`src/core/trc_pkg.sv`:
```
// Purpose: Constants and types for the repetition and capture timer unit
// Assumes: Registers sit at word-aligned byte addresses on a plain port
// Notes:   Bit positions are the low bit of each field
package trc_pkg;

	localparam int ADDR_W = 8;
	localparam int DATA_W = 32;

	// Register byte addresses
	localparam logic [7:0] OFS_CTRL  = 8'h00;
	localparam logic [7:0] OFS_SLAVE = 8'h04;
	localparam logic [7:0] OFS_IEN   = 8'h08;
	localparam logic [7:0] OFS_STAT  = 8'h0c;
	localparam logic [7:0] OFS_EGEN  = 8'h10;
	localparam logic [7:0] OFS_CHCFG = 8'h14;
	localparam logic [7:0] OFS_CHEN  = 8'h18;
	localparam logic [7:0] OFS_CNT   = 8'h1c;
	localparam logic [7:0] OFS_PSC   = 8'h20;
	localparam logic [7:0] OFS_PER   = 8'h24;
	localparam logic [7:0] OFS_REP   = 8'h28;
	localparam logic [7:0] OFS_CH1   = 8'h2c;
	localparam logic [7:0] OFS_CH2   = 8'h30;

	// Control register
	localparam int B_CEN  = 0;
	localparam int B_DIR  = 1;
	localparam int B_CMS  = 2;
	localparam int B_URS  = 4;
	localparam int B_UDIS = 5;
	// Slave control register
	localparam int B_SMS = 0;
	localparam int B_TS  = 4;
	localparam int B_ECE = 7;
	localparam int B_ETP = 8;
	// Status, enable and event generation registers
	localparam int B_UIF = 0;
	localparam int B_CCF = 1;
	localparam int B_OVR = 9;
	localparam int B_UDE = 8;
	localparam int B_UG  = 0;
	localparam int B_CG  = 1;
	// Channel enable register, one nibble per channel, and channel config width
	localparam int B_CE      = 0;
	localparam int B_CP      = 1;
	localparam int CH_STRIDE = 4;
	localparam int CFG_W     = 8;

	// Mode encodings
	localparam logic [2:0] SMS_RESET = 3'h4;
	localparam logic [2:0] SMS_EXT1  = 3'h7;
	localparam logic [2:0] TS_EDGE1  = 3'h4;
	localparam logic [2:0] TS_TI1    = 3'h5;
	localparam logic [2:0] TS_TI2    = 3'h6;
	localparam logic [2:0] TS_ETR    = 3'h7;
	localparam logic [1:0] SEL_OUT   = 2'h0;
	localparam logic [1:0] SEL_OWN   = 2'h1;
	localparam logic [1:0] SEL_CROSS = 2'h2;
	localparam logic [1:0] SEL_TRG   = 2'h3;
	localparam logic [1:0] CMS_EDGE  = 2'h0;
	localparam logic [3:0] FLT_8     = 4'h3;

	typedef struct packed {
		logic [3:0] filt;
		logic [1:0] psc;
		logic [1:0] sel;
	} trc_chcfg_t;

	// Samples needed before a new input level is accepted
	function automatic logic [3:0] filt_len(input logic [3:0] code);
		unique case (code)
			4'h0: return 4'h1;
			4'h1: return 4'h2;
			4'h2: return 4'h4;
			default: return 4'h8;
		endcase
	endfunction : filt_len

endpackage : trc_pkg

```
`src/core/trc_timer_core.sv`:
```
// Purpose: Time base with repetition counter, clock select and two
//          capture channels behind a plain register port
// Assumes: All inputs synchronous to CLK_SYS; filter samples at CLK_SYS
// Notes:   Compare output is a plain PWM reference only, edge or center aligned as the counting mode
//
// Added by the designer: the strobed register port and the register offsets.
`timescale 1ns/10ps
module trc_timer_core #(
	parameter int CNT_W = 16,
	parameter int REP_W = 8
) (
	// Clock and reset
	input  wire logic                       CLK_SYS,
	input  wire logic                       ARST_N,
	// Register port
	input  wire logic [trc_pkg::ADDR_W-1:0] ADDR,
	input  wire logic [trc_pkg::DATA_W-1:0] WDATA,
	input  wire logic                       WR,
	input  wire logic                       RD,
	output logic      [trc_pkg::DATA_W-1:0] RDATA,
	// Channel inputs and trigger sources
	input  wire logic [1:0]                 TI,
	input  wire logic                       ETR_PIN,
	input  wire logic [3:0]                 ITRIG,
	// Events and requests
	output logic                            UPDATE_EVENT,
	output logic                            UPD_IRQ,
	output logic                            UPD_DMA,
	output logic      [1:0]                 CH_IRQ,
	output logic      [1:0]                 CH_DMA,
	output logic      [1:0]                 OC
);

	if (CNT_W < 2 || CNT_W > trc_pkg::DATA_W || REP_W != 8) begin : g_chk
		$error("trc_timer_core: unsupported width parameters");
	end

	typedef struct packed {
		logic                          count_enable, dir, update_request_select, udis;
		logic [1:0]                    cms;
		logic [2:0]                    slave_mode_select, ts;
		logic                          ece, etp;
		logic                          uie, ude;
		logic [1:0]                    cie, cde;
		logic                          update_flag;
		logic [1:0]                    ccif, ccof;
		trc_pkg::trc_chcfg_t [1:0]     cfg;
		logic [1:0]                    ce, cp;
		logic [CNT_W-1:0]              cnt, psc_pre, psc_sh, psc_cnt;
		logic [CNT_W-1:0]              per_pre, per_sh;
		logic [REP_W-1:0]              rep_val, rep_cnt;
		logic [1:0][CNT_W-1:0]         ccr_pre, ccr_sh;
		logic [1:0]                    filt;
		logic [1:0][3:0]               fcnt;
		logic [1:0][2:0]               ipsc;
		logic                          etr_prev;
		logic [3:0]                    itr_prev;
		logic [trc_pkg::DATA_W-1:0]    rdata;
		logic                          upd, upd_irq, upd_dma;
		logic [1:0]                    ch_irq, ch_dma, oc;
	} trc_state_t;

	trc_state_t q;
	trc_state_t n;

	logic                       sw_ug, slv_rst, force_upd, hw_upd;
	logic                       tick, step, ovf, unf, cnt_evt, trig;
	logic                       etr_edge, wr_egen;
	logic [1:0]                 sw_cg, rise, fall, ic, cap, match;
	logic [1:0][1:0]            fp;
	logic [1:0][2:0]            pmax;
	logic [trc_pkg::DATA_W-1:0] rd;

	always_comb begin
		n = q;
		n.upd = 1'b0;
		n.etr_prev = ETR_PIN;
		n.itr_prev = ITRIG;
		wr_egen = WR && (ADDR == trc_pkg::OFS_EGEN);
		// Self-clearing: event bits are never stored
		sw_ug = wr_egen && WDATA[trc_pkg::B_UG];
		sw_cg = wr_egen ? WDATA[trc_pkg::B_CG +: 2] : 2'h0;

		// Filters hold the old level until the run is long enough
		for (int i = 0; i < 2; i++) begin
			if (TI[i] == q.filt[i]) begin
				n.fcnt[i] = 4'h0;
			end else if (q.fcnt[i] + 4'h1 >=
			             trc_pkg::filt_len(q.cfg[i].filt)) begin
				n.filt[i] = TI[i];
				n.fcnt[i] = 4'h0;
			end else begin
				n.fcnt[i] = q.fcnt[i] + 4'h1;
			end
			rise[i] = n.filt[i] & ~q.filt[i];
			fall[i] = ~n.filt[i] & q.filt[i];
		end
		// fp[input][channel]: edge of an input with a channel's polarity
		for (int i = 0; i < 2; i++) begin
			for (int c = 0; c < 2; c++) begin
				fp[i][c] = q.cp[c] ? fall[i] : rise[i];
			end
		end

		etr_edge = q.etp ? (q.etr_prev & ~ETR_PIN)
		                 : (~q.etr_prev & ETR_PIN);
		unique case (q.ts)
			trc_pkg::TS_EDGE1: trig = rise[0] | fall[0];
			trc_pkg::TS_TI1:   trig = fp[0][0];
			trc_pkg::TS_TI2:   trig = fp[1][1];
			trc_pkg::TS_ETR:   trig = etr_edge;
			default:           trig = ITRIG[q.ts[1:0]] &
			                          ~q.itr_prev[q.ts[1:0]];
		endcase
		for (int c = 0; c < 2; c++) begin
			unique case (q.cfg[c].sel)
				trc_pkg::SEL_OUT:   ic[c] = 1'b0;
				trc_pkg::SEL_OWN:   ic[c] = fp[c][c];
				trc_pkg::SEL_CROSS: ic[c] = fp[1-c][c];
				trc_pkg::SEL_TRG:   ic[c] = trig;
			endcase
		end

		// Count clock source
		if (q.ece) begin
			tick = etr_edge;
		end else if (q.slave_mode_select == trc_pkg::SMS_EXT1) begin
			tick = trig;
		end else begin
			tick = 1'b1;
		end
		slv_rst = (q.slave_mode_select == trc_pkg::SMS_RESET) && trig;
		force_upd = sw_ug || slv_rst;
		step = q.count_enable && tick && (q.psc_cnt == q.psc_sh);
		if (q.count_enable && tick) begin
			n.psc_cnt = step ? '0 : q.psc_cnt + 1'b1;
		end
		ovf = 1'b0;
		unf = 1'b0;
		if (step) begin
			if (q.cms == trc_pkg::CMS_EDGE) begin
				if (!q.dir) begin
					if (q.cnt >= q.per_sh) begin
						n.cnt = '0;
						ovf = 1'b1;
					end else begin
						n.cnt = q.cnt + 1'b1;
					end
				end else if (q.cnt == '0) begin
					n.cnt = q.per_sh;
					unf = 1'b1;
				end else begin
					n.cnt = q.cnt - 1'b1;
				end
			end else if (!q.dir) begin
				if (CNT_W'(q.cnt + 1'b1) >= q.per_sh) begin
					n.cnt = q.per_sh;
					n.dir = 1'b1;
					ovf = 1'b1;
				end else begin
					n.cnt = q.cnt + 1'b1;
				end
			end else if (q.cnt <= CNT_W'(1)) begin
				n.cnt = '0;
				n.dir = 1'b0;
				unf = 1'b1;
			end else begin
				n.cnt = q.cnt - 1'b1;
			end
		end
		// Center mode gets both turning points, hence half the reach
		cnt_evt = ovf | unf;

		hw_upd = 1'b0;
		if (force_upd) begin
			n.rep_cnt = q.rep_val;
		end else if (cnt_evt) begin
			if (q.rep_cnt == '0) begin
				hw_upd = ~q.udis;
				n.rep_cnt = q.rep_val;
			end else begin
				n.rep_cnt = q.rep_cnt - 1'b1;
			end
		end
		if (force_upd || hw_upd) begin
			n.upd = 1'b1;
			n.per_sh = q.per_pre;
			n.psc_sh = q.psc_pre;
			for (int c = 0; c < 2; c++) begin
				if (q.cfg[c].sel == trc_pkg::SEL_OUT) begin
					n.ccr_sh[c] = q.ccr_pre[c];
				end
			end
		end
		if (force_upd) begin
			n.psc_cnt = '0;
			n.cnt = (q.cms == trc_pkg::CMS_EDGE && q.dir) ? q.per_pre : '0;
		end

		// Input prescaler counts accepted edges
		for (int c = 0; c < 2; c++) begin
			cap[c] = 1'b0;
			pmax[c] = 3'((4'h1 << q.cfg[c].psc) - 4'h1);
			match[c] = step && (q.cfg[c].sel == trc_pkg::SEL_OUT) &&
			           (q.cnt == q.ccr_sh[c]);
			if (!q.ce[c] || q.cfg[c].sel == trc_pkg::SEL_OUT) begin
				n.ipsc[c] = 3'h0;
			end else if (ic[c]) begin
				if (q.ipsc[c] == pmax[c]) begin
					cap[c] = 1'b1;
					n.ipsc[c] = 3'h0;
				end else begin
					n.ipsc[c] = q.ipsc[c] + 3'h1;
				end
			end
			if (cap[c]) begin
				n.ccr_sh[c] = q.cnt;
				n.ccr_pre[c] = q.cnt;
			end
			// Reference is active high below the compare value; cp inverts it here
			n.oc[c] = (q.cfg[c].sel == trc_pkg::SEL_OUT) && q.ce[c] &&
			          ((q.cnt < q.ccr_sh[c]) ^ q.cp[c]);
		end

		if (WR) begin
			unique case (ADDR)
				trc_pkg::OFS_CTRL: begin
					n.count_enable = WDATA[trc_pkg::B_CEN];
					if (q.cms == trc_pkg::CMS_EDGE) begin
						n.dir = WDATA[trc_pkg::B_DIR];
					end
					n.cms = WDATA[trc_pkg::B_CMS +: 2];
					n.update_request_select = WDATA[trc_pkg::B_URS];
					n.udis = WDATA[trc_pkg::B_UDIS];
				end
				trc_pkg::OFS_SLAVE: begin
					n.slave_mode_select = WDATA[trc_pkg::B_SMS +: 3];
					n.ts = WDATA[trc_pkg::B_TS +: 3];
					n.ece = WDATA[trc_pkg::B_ECE];
					n.etp = WDATA[trc_pkg::B_ETP];
				end
				trc_pkg::OFS_IEN: begin
					n.uie = WDATA[trc_pkg::B_UIF];
					n.cie = WDATA[trc_pkg::B_CCF +: 2];
					n.ude = WDATA[trc_pkg::B_UDE];
					n.cde = WDATA[trc_pkg::B_UDE + 1 +: 2];
				end
				trc_pkg::OFS_CHCFG:
					n.cfg = WDATA[2*trc_pkg::CFG_W-1:0];
				trc_pkg::OFS_CHEN: begin
					for (int c = 0; c < 2; c++) begin
						n.ce[c] = WDATA[c*trc_pkg::CH_STRIDE + trc_pkg::B_CE];
						n.cp[c] = WDATA[c*trc_pkg::CH_STRIDE + trc_pkg::B_CP];
					end
				end
				trc_pkg::OFS_CNT: n.cnt = WDATA[CNT_W-1:0];
				trc_pkg::OFS_PSC: n.psc_pre = WDATA[CNT_W-1:0];
				trc_pkg::OFS_PER: n.per_pre = WDATA[CNT_W-1:0];
				trc_pkg::OFS_REP: begin
					n.rep_val = WDATA[REP_W-1:0];
					// Stopped: phase counts from the start of counting
					if (!q.count_enable) begin
						n.rep_cnt = WDATA[REP_W-1:0];
					end
				end
				trc_pkg::OFS_CH1: begin
					if (q.cfg[0].sel == trc_pkg::SEL_OUT) begin
						n.ccr_pre[0] = WDATA[CNT_W-1:0];
					end
				end
				trc_pkg::OFS_CH2: begin
					if (q.cfg[1].sel == trc_pkg::SEL_OUT) begin
						n.ccr_pre[1] = WDATA[CNT_W-1:0];
					end
				end
				default: ;
			endcase
		end

		// Clears first, then sets, so a new event is never lost
		if (WR && ADDR == trc_pkg::OFS_STAT) begin
			n.update_flag = q.update_flag & WDATA[trc_pkg::B_UIF];
			n.ccif = q.ccif & WDATA[trc_pkg::B_CCF +: 2];
			n.ccof = q.ccof & WDATA[trc_pkg::B_OVR +: 2];
		end
		if (RD && ADDR == trc_pkg::OFS_CH1) begin
			n.ccif[0] = 1'b0;
		end
		if (RD && ADDR == trc_pkg::OFS_CH2) begin
			n.ccif[1] = 1'b0;
		end
		n.update_flag = n.update_flag | hw_upd | (force_upd & ~q.update_request_select);
		n.ccif = n.ccif | cap | sw_cg | match;
		n.ccof = n.ccof | (cap & q.ccif);
		n.upd_irq = n.update_flag & q.uie;
		n.upd_dma = n.update_flag & q.ude;
		n.ch_irq = n.ccif & q.cie;
		n.ch_dma = n.ccif & q.cde;

		rd = '0;
		unique case (ADDR)
			trc_pkg::OFS_CTRL: begin
				rd[trc_pkg::B_CEN] = q.count_enable;
				rd[trc_pkg::B_DIR] = q.dir;
				rd[trc_pkg::B_CMS +: 2] = q.cms;
				rd[trc_pkg::B_URS] = q.update_request_select;
				rd[trc_pkg::B_UDIS] = q.udis;
			end
			trc_pkg::OFS_SLAVE: begin
				rd[trc_pkg::B_SMS +: 3] = q.slave_mode_select;
				rd[trc_pkg::B_TS +: 3] = q.ts;
				rd[trc_pkg::B_ECE] = q.ece;
				rd[trc_pkg::B_ETP] = q.etp;
			end
			trc_pkg::OFS_IEN: begin
				rd[trc_pkg::B_UIF] = q.uie;
				rd[trc_pkg::B_CCF +: 2] = q.cie;
				rd[trc_pkg::B_UDE] = q.ude;
				rd[trc_pkg::B_UDE + 1 +: 2] = q.cde;
			end
			trc_pkg::OFS_STAT: begin
				rd[trc_pkg::B_UIF] = q.update_flag;
				rd[trc_pkg::B_CCF +: 2] = q.ccif;
				rd[trc_pkg::B_OVR +: 2] = q.ccof;
			end
			trc_pkg::OFS_CHCFG: rd[2*trc_pkg::CFG_W-1:0] = q.cfg;
			trc_pkg::OFS_CHEN: begin
				for (int c = 0; c < 2; c++) begin
					rd[c*trc_pkg::CH_STRIDE + trc_pkg::B_CE] = q.ce[c];
					rd[c*trc_pkg::CH_STRIDE + trc_pkg::B_CP] = q.cp[c];
				end
			end
			trc_pkg::OFS_CNT: rd[CNT_W-1:0] = q.cnt;
			trc_pkg::OFS_PSC: rd[CNT_W-1:0] = q.psc_pre;
			trc_pkg::OFS_PER: rd[CNT_W-1:0] = q.per_pre;
			trc_pkg::OFS_REP: rd[REP_W-1:0] = q.rep_val;
			trc_pkg::OFS_CH1: rd[CNT_W-1:0] = q.ccr_pre[0];
			trc_pkg::OFS_CH2: rd[CNT_W-1:0] = q.ccr_pre[1];
			default: rd = '0;
		endcase
		n.rdata = RD ? rd : '0;
	end

	always_ff @(posedge CLK_SYS or negedge ARST_N) begin
		if (!ARST_N) begin
			q <= '0;
		end else begin
			q <= n;
		end
	end

	assign RDATA = q.rdata;
	assign UPDATE_EVENT = q.upd;
	assign UPD_IRQ = q.upd_irq;
	assign UPD_DMA = q.upd_dma;
	assign CH_IRQ = q.ch_irq;
	assign CH_DMA = q.ch_dma;
	assign OC = q.oc;
endmodule : trc_timer_core

```
`config.mk`:
```
export PLATFORM = sky130hd
export DESIGN_NAME = trc_timer_core
export DESIGN_NICKNAME = d
export VERILOG_FILES = /design/src/core/trc_pkg.sv /design/src/core/trc_timer_core.sv
export SDC_FILE = /design/constraint.sdc
export NUM_CORES = 1
export LEC_CHECK = 0
export ABC_AREA = 1
export BUFFER_PORTS_ARGS = -buffer_cell sky130_fd_sc_hd__buf_2
export CAP_MARGIN = 20
export CORE_MARGIN = 3
export CORE_UTILIZATION = 29
export CTS_BUF_LIST = sky130_fd_sc_hd__clkbuf_16
export DETAILED_ROUTE_END_ITERATION = 10
export MAX_ROUTING_LAYER = met4
export PLACE_DENSITY = 0.4
export RECOVER_POWER = 50
export SKIP_CTS_REPAIR_TIMING = 1
export SYNTH_ARGS = -nofsm -noshare
export SYNTH_HDL_FRONTEND = slang
export SYNTH_SLANG_ARGS = --single-unit
```
`constraint.sdc`:
```
create_clock -name CLK_SYS -period 4.22 [get_ports CLK_SYS]
set_input_delay 1.055 -clock CLK_SYS [delete_from_list [all_inputs] [get_ports CLK_SYS]]
set_output_delay 1.055 -clock CLK_SYS [all_outputs]
set_load 0.05 [all_outputs]
```
# Yosys cells after proc, flatten, opt, wreduce, memory -nomap -nowiden
# Index checks and enable logic that the tools add are counted.
[word_totals] ff_bits=267 out_inout_bits=41 word_cells=297
[classes] n_addsub=10 n_lt_le_gt_ge=8 n_eq_ne=35 shifts=2 n_mux=109 bitwise_logic=35 n_reduce_logical=48
[ops] operator="$mux 16" count=26
[ops] operator="$mux 32" count=2
[ops] operator="$eq 16x16->1" count=3
[ops] operator="$mux 8" count=6
[ops] operator="$mux 1" count=42
[ops] operator="$eq 8x6->1 const B" count=5
[ops] operator="$mux 40" count=1
[ops] operator="$add 16x1->16 const B" count=2
[ops] operator="$eq 8x5->1 const B" count=4
[ops] operator="$ge 16x16->1" count=2
[ops] operator="$lt 16x16->1" count=2
[ops] operator="$pmux 2 s8" count=2
[ops] operator="$pmux 5 s6" count=1
[ops] operator="$mux 4" count=6
[ops] operator="$pmux 2 s12" count=1
[ops] operator="$pmux 4 s3" count=2
[ops] operator="$pmux 2 s10" count=1
[ops] operator="$reduce_and 2->1" count=10
[ops] operator="$mux 19" count=1
[ops] operator="$eq 3x3->1 const B" count=6
[ops] operator="$mux 3" count=6
[ops] operator="$logic_and 1x1->1" count=17
[ops] operator="$eq 8x4->1 const B" count=2
[ops] operator="$le 16x1->1 const B" count=1
[ops] operator="35 further kinds" count=96

# Depth between registers and ports, before layout
[depth] depth_word=21 mapped_depth=26 mapped_depth_nobuf=24

# Worst setup path after synthesis
# No wires, ideal clock.
[synth_timing] kind="flip-flop to flip-flop" startpoint="register q[223] (netlist name)" endpoint="register q[84] (netlist name)" setup_ps=116 t_arrival_ps=3049 required_time_ps=4104 path_slack_ps=1055 path_stages_with_launch=22 path_cell_list="dfrtp_1 > ha_1 > nand2_1 > nor2_1 > nand3_1 > nor2_1 > xor2_1 > ha_1 > nand2_1 > nor3_1 > nand3_1 > nand4_1 > nand3_1 > nand2_2 > inv_2 > nor2_8 > nand2_4 > nand3_4 > nand2_8 > buf_12 > nand2_2 > nand2_1"
[synth_via] elab_chain_len=12 word_cells_on_any_way=23
[synth_rtl] item="from (decl)" line_no="trc_timer_core.sv:63" rtl="trc_state_t q;"
[synth_rtl] item="from (signal assigned)" line_no="trc_timer_core.sv:348" rtl="q <= n;"
[synth_rtl] item="$add 16x1->16" line_no="trc_timer_core.sv:156" rtl="if (CNT_W'(q.cnt + 1'b1) >= q.per_sh) begin"
[synth_rtl] item="$ge 16x16->1" line_no="trc_timer_core.sv:156"
[synth_rtl] item="$mux 1" line_no="trc_timer_core.sv:156"
[synth_rtl] item="$mux 1" line_no="trc_timer_core.sv:155" rtl="end else if (!q.dir) begin"
[synth_rtl] item="$mux 1" line_no="trc_timer_core.sv:141" rtl="if (q.cms == trc_pkg::CMS_EDGE) begin"
[synth_rtl] item="$mux 1" line_no="trc_timer_core.sv:140" rtl="if (step) begin"
[synth_rtl] item="$or 1x1->1 (*)" line_no="trc_timer_core.sv:172" rtl="cnt_evt = ovf | unf;"
[synth_rtl] item="$mux 1 (*)" line_no="trc_timer_core.sv:177" rtl="end else if (cnt_evt) begin"
[synth_rtl] item="$mux 1 (*)" line_no="trc_timer_core.sv:175" rtl="if (force_upd) begin"
[synth_rtl] item="$logic_or 1x1->1 (*)" line_no="trc_timer_core.sv:185" rtl="if (force_upd || hw_upd) begin"
[synth_rtl] item="$reduce_bool 2->1 (no line) (*)"
[synth_rtl] item="$reduce_and 2->1 (no line) (*)"
# Mark *: on every way between the ends. The rest lies on a longest branch, timed or not.
# A chain may end at the register's enable or synchronous reset.

# Worst setup path after layout
[layout_timing] startpoint="register q[223] (netlist name)" endpoint="register q[88] (netlist name)"
# The elaborated chain is that of the path after synthesis.

==> flow_metrics.env <==
export IMPL_synth_ff_latch_count=267
export IMPL_syn_instance_count=2248
export IMPL_final_layout_size_suffix_gt1_share_pct=10.3
export IMPL_grt_first_pass_wirelength_mm=96.6
export IMPL_htreeDepth=2
export IMPL_async_reset_ff_share_pct=100
export IMPL_timing_hold_violations_final=0
export IMPL_total_global_route_track_usage_pct=21.9
export IMPL_die_y_um=247
export IMPL_place_congestion=0.940
export IMPL_avg_inst_size_synth_um2=7.47
export IMPL_p_sw_share_pct=34.0
export IMPL_route_detailed_vias_per_inst=5.01
export IMPL_internal_power_uw=5230
export IMPL_timing_final_setup_violations=0
export IMPL_post_route_worst_setup_slack_ns=0.402
export IMPL_layout_cells_most_common_list="662 x sky130_fd_sc_hd__nand2_1, 267 x sky130_fd_sc_hd__dfrtp_1, 246 x sky130_fd_sc_hd__inv_1"
export IMPL_rsz0062_at_grt="no"
export IMPL_power_clock_fraction_pct=38.9
export IMPL_design_final_nets=2443
export IMPL_nFillCells=6215
export IMPL_finalSetupTns_ns=0
export IMPL_cts_num_sinks=267
export IMPL_synth_sequential_area_ratio_pct=39.8
export IMPL_coreArea_um2=56800
export IMPL_clock_tree_buffer_depth=3
export IMPL_synth_warnings=0
export IMPL_clkSlewWorstSetupHoldPaths_ns=0.06
export IMPL_drt_wirelength_per_cell_um=20.9
export IMPL_drt_pre_antenna_iters=6
export IMPL_initial_core_utilization_pct=29.5
export IMPL_row_count=87
export IMPL_drt_drc_violations_left=0
export IMPL_worstSetupStartpointType="register"
export IMPL_layout_cells_most_common="sky130_fd_sc_hd__nand2_1"
export IMPL_proportion_of_netlist_area_held_by_the_largest_area_contributor_pct=39.8
export IMPL_die_width_um=247
export IMPL_power_density_nw_per_um2=416
export IMPL_critPathKind="register to register"
export IMPL_mappedNetlistArea_um2=16800
export IMPL_worst_path_max_fanout=11
export IMPL_synth_ff_type="sky130_fd_sc_hd__dfrtp_1"
export IMPL_failing_checks="max-capacitance violations, max-slew violations"
export IMPL_fin_crit_sh_pct=90.5
export IMPL_final_setup_skew_ns=0.0339
export IMPL_syn_to_final_growth_pct=13.6
export IMPL_worst_endpoint_arrival_ns=4.23
export IMPL_drt_total_wl_mm=64.7
export IMPL_design_portCount=92
export IMPL_cts_inserted_buffers=36
export IMPL_switchingPower_uw=2690
export IMPL_initial_antenna_violation_count=1
export IMPL_tritoncts_clock_tree="built"
export IMPL_p_seq_share_pct=37.6
export IMPL_globalRoute_totalOverflow=0
export IMPL_maxSlewHeadroom_pct=-69.8
export IMPL_ir_drop_v=0.000231
export IMPL_power_leakage_uw=0.00964
export IMPL_post_synth_num_cell_types=55
export IMPL_worst_hold_path_type="register to register"
export IMPL_grt_max_degree=92
export IMPL_first_global_vias=14914
export IMPL_route_antenna_remaining_nets=0
export IMPL_cp_required_ns=4.63
export IMPL_place_ws_ns=0.347
export IMPL_max_cap_violations=1
export IMPL_vias=15490
export IMPL_share_comb_of_total_power_pct=23.5
export IMPL_number_of_enable_type_register_cells_in_the_synthesized_netlist=0
export IMPL_maxSlewViolCount=92
export IMPL_worstMarginPinSlew_ns=2.55
export IMPL_end_kind="register"
export IMPL_drt_iter0_markers=1362
export IMPL_outcome="complete, but fails checks"
export IMPL_final_period_minus_worst_setup_slack_ns=3.82
export IMPL_fmax_ghz=0.262
export IMPL_yosysTopAreaCell="sky130_fd_sc_hd__dfrtp_1"
export IMPL_clk_insertion_delay_late_ns=0.55
export IMPL_floorplan_die_area_um2=60800
export IMPL_cts_root_buf="sky130_fd_sc_hd__clkbuf_16"
export IMPL_count_of_input_and_output_buffers=59
export IMPL_detailed_place_hpwl_mm=48.5
export IMPL_netlist_top_cells_area="sky130_fd_sc_hd__dfrtp_1 40%, sky130_fd_sc_hd__nand2_1 15%, sky130_fd_sc_hd__ha_1 6.1%"
-- routing by layer --
metal / track usage, % / part of all wire [%] / up-vias
li1: - / - / 7484
met1: 29.1 / 45 / 7403
met2: 33.5 / 45 / 480
met3: 3.53 / 5.6 / 123
met4: 8.34 / 3.7 / 0
met5: - / 0 / -
-- synth_stat cells (4+ instances only) --
master / count
sky130_fd_sc_hd__nand2_1: 662
sky130_fd_sc_hd__dfrtp_1: 267
sky130_fd_sc_hd__inv_1: 241
sky130_fd_sc_hd__o21ai_0: 196
sky130_fd_sc_hd__nor2_1: 137
sky130_fd_sc_hd__nand3_1: 132
sky130_fd_sc_hd__a21oi_1: 102
sky130_fd_sc_hd__ha_1: 82
sky130_fd_sc_hd__buf_4: 47
sky130_fd_sc_hd__xor2_1: 46
sky130_fd_sc_hd__clkbuf_1: 45
sky130_fd_sc_hd__a31oi_1: 33
sky130_fd_sc_hd__nor3_1: 33
sky130_fd_sc_hd__nand4_1: 28
sky130_fd_sc_hd__a221oi_1: 25
sky130_fd_sc_hd__o22ai_1: 25
sky130_fd_sc_hd__buf_2: 23
sky130_fd_sc_hd__nand2_2: 19
sky130_fd_sc_hd__buf_6: 10
sky130_fd_sc_hd__a22oi_1: 6
sky130_fd_sc_hd__inv_2: 6
sky130_fd_sc_hd__nor2_2: 6
sky130_fd_sc_hd__clkinv_1: 5
sky130_fd_sc_hd__nand3_2: 5
sky130_fd_sc_hd__nand3_4: 5
sky130_fd_sc_hd__o21a_1: 5
sky130_fd_sc_hd__xnor2_1: 5
sky130_fd_sc_hd__a22o_1: 4
sky130_fd_sc_hd__nand2_4: 4
sky130_fd_sc_hd__o2111ai_1: 4
sky130_fd_sc_hd__o21ai_1: 4
-- kinds of logic (layout without fill, tap and decap cells) --
logic type      count (synthesis)  count (layout)  synth area share [%]
buf+inv                       381             453                  10.3
fa+ha+maj                      82              82                  6.11
compound gates                419             419                  14.1
simple gates                 1046            1046                  26.9
other cells                     1              17                0.0223
xor+xnor                       51              51                  2.66
flops                         267             267                  39.8
mux                             1               1                0.0596
-- power groups by stage --
stage                     Sequential (µW)  Combinational [µW]  Clock, µW
after floorplan                      2950                1250          0
after global placement               3020                1840          0
after detailed placement             3020                1870          0
after CTS                            2970                1880       3190
after global routing                 3000                2100       3280
final                                2980                1860       3080
-- layout make-up --
cell class	count	area, µm²	share of cell area (%)
Sequential cell	267	6680	35.1
Timing Repair Buffer	136	883	4.64
Inverter	254	957	5.02
Clock buffer	36	901	4.73
Tap cell	756	946	4.96
Antenna cell	1	2.50	0.0131
Clock inverter	27	259	1.36
Multi-Input combinational cell	1615	8430	44.2
-- worst paths after layout --
| check | slack (ns) | start | endpoint | depth (start not counted) |
|---|---|---|---|---|
| setup / recovery | 0.40 | q[223] | q[88] | 20 |
| hold / removal | 0.47 | q[80] | q[80] | 2 |
| setup reg to reg | 0.40 | q[223] | q[88] | 20 |
| min in group asynchronous | 1.27 | ARST_N | q[154] | 1 |
| max in group asynchronous | 0.78 | ARST_N | q[48] | 2 |
| hold reg to reg | 0.47 | q[80] | q[80] | 2 |
-- registers in the layout, indices dropped and copies added (netlist names) --
register,count
q,242
CH_IRQ,2
UPD_IRQ,1
UPDATE_EVENT,1
CH_DMA,2
RDATA,16
UPD_DMA,1
OC,2
-- through the flow --
stage / power, µW / cells / instance area (µm²) / hold WS, ns / util [%]
global placement: 4860 / 3028 / 17900 / 0.459 / 31.6
finish: 7920 / 3092 / 19100 / 0.472 / 33.5
detailed placement: 4890 / 3028 / 17900 / 0.459 / 31.6
CTS: 8040 / 3091 / 19100 / 0.473 / 33.6
floorplan: 4200 / 2263 / 16800 / 0.442 / -
global route: 8380 / 3092 / 19100 / 0.493 / 33.5
-- critical path, stage by stage (launching register included) --
cell and delay, ns:
sky130_fd_sc_hd__dfrtp_1 0.40, sky130_fd_sc_hd__ha_1 0.22, sky130_fd_sc_hd__nand2_1 0.08, sky130_fd_sc_hd__nor2_2 0.19, sky130_fd_sc_hd__nand3_1 0.18, sky130_fd_sc_hd__nor2_1 0.22, sky130_fd_sc_hd__xor2_1 0.27, sky130_fd_sc_hd__ha_1 0.28
sky130_fd_sc_hd__nand2_1 0.10, sky130_fd_sc_hd__o21ai_0 0.12, sky130_fd_sc_hd__a21oi_1 0.21, sky130_fd_sc_hd__nand4_1 0.20, sky130_fd_sc_hd__nand3_1 0.14, sky130_fd_sc_hd__nand2_2 0.13, sky130_fd_sc_hd__inv_2 0.12, sky130_fd_sc_hd__nor2_8 0.05
sky130_fd_sc_hd__nand2_4 0.19, sky130_fd_sc_hd__nand3_4 0.21, sky130_fd_sc_hd__buf_4 0.24, sky130_fd_sc_hd__nand3_1 0.08, sky130_fd_sc_hd__nand2_1 0.05
(Power assumes the default switching activity.)
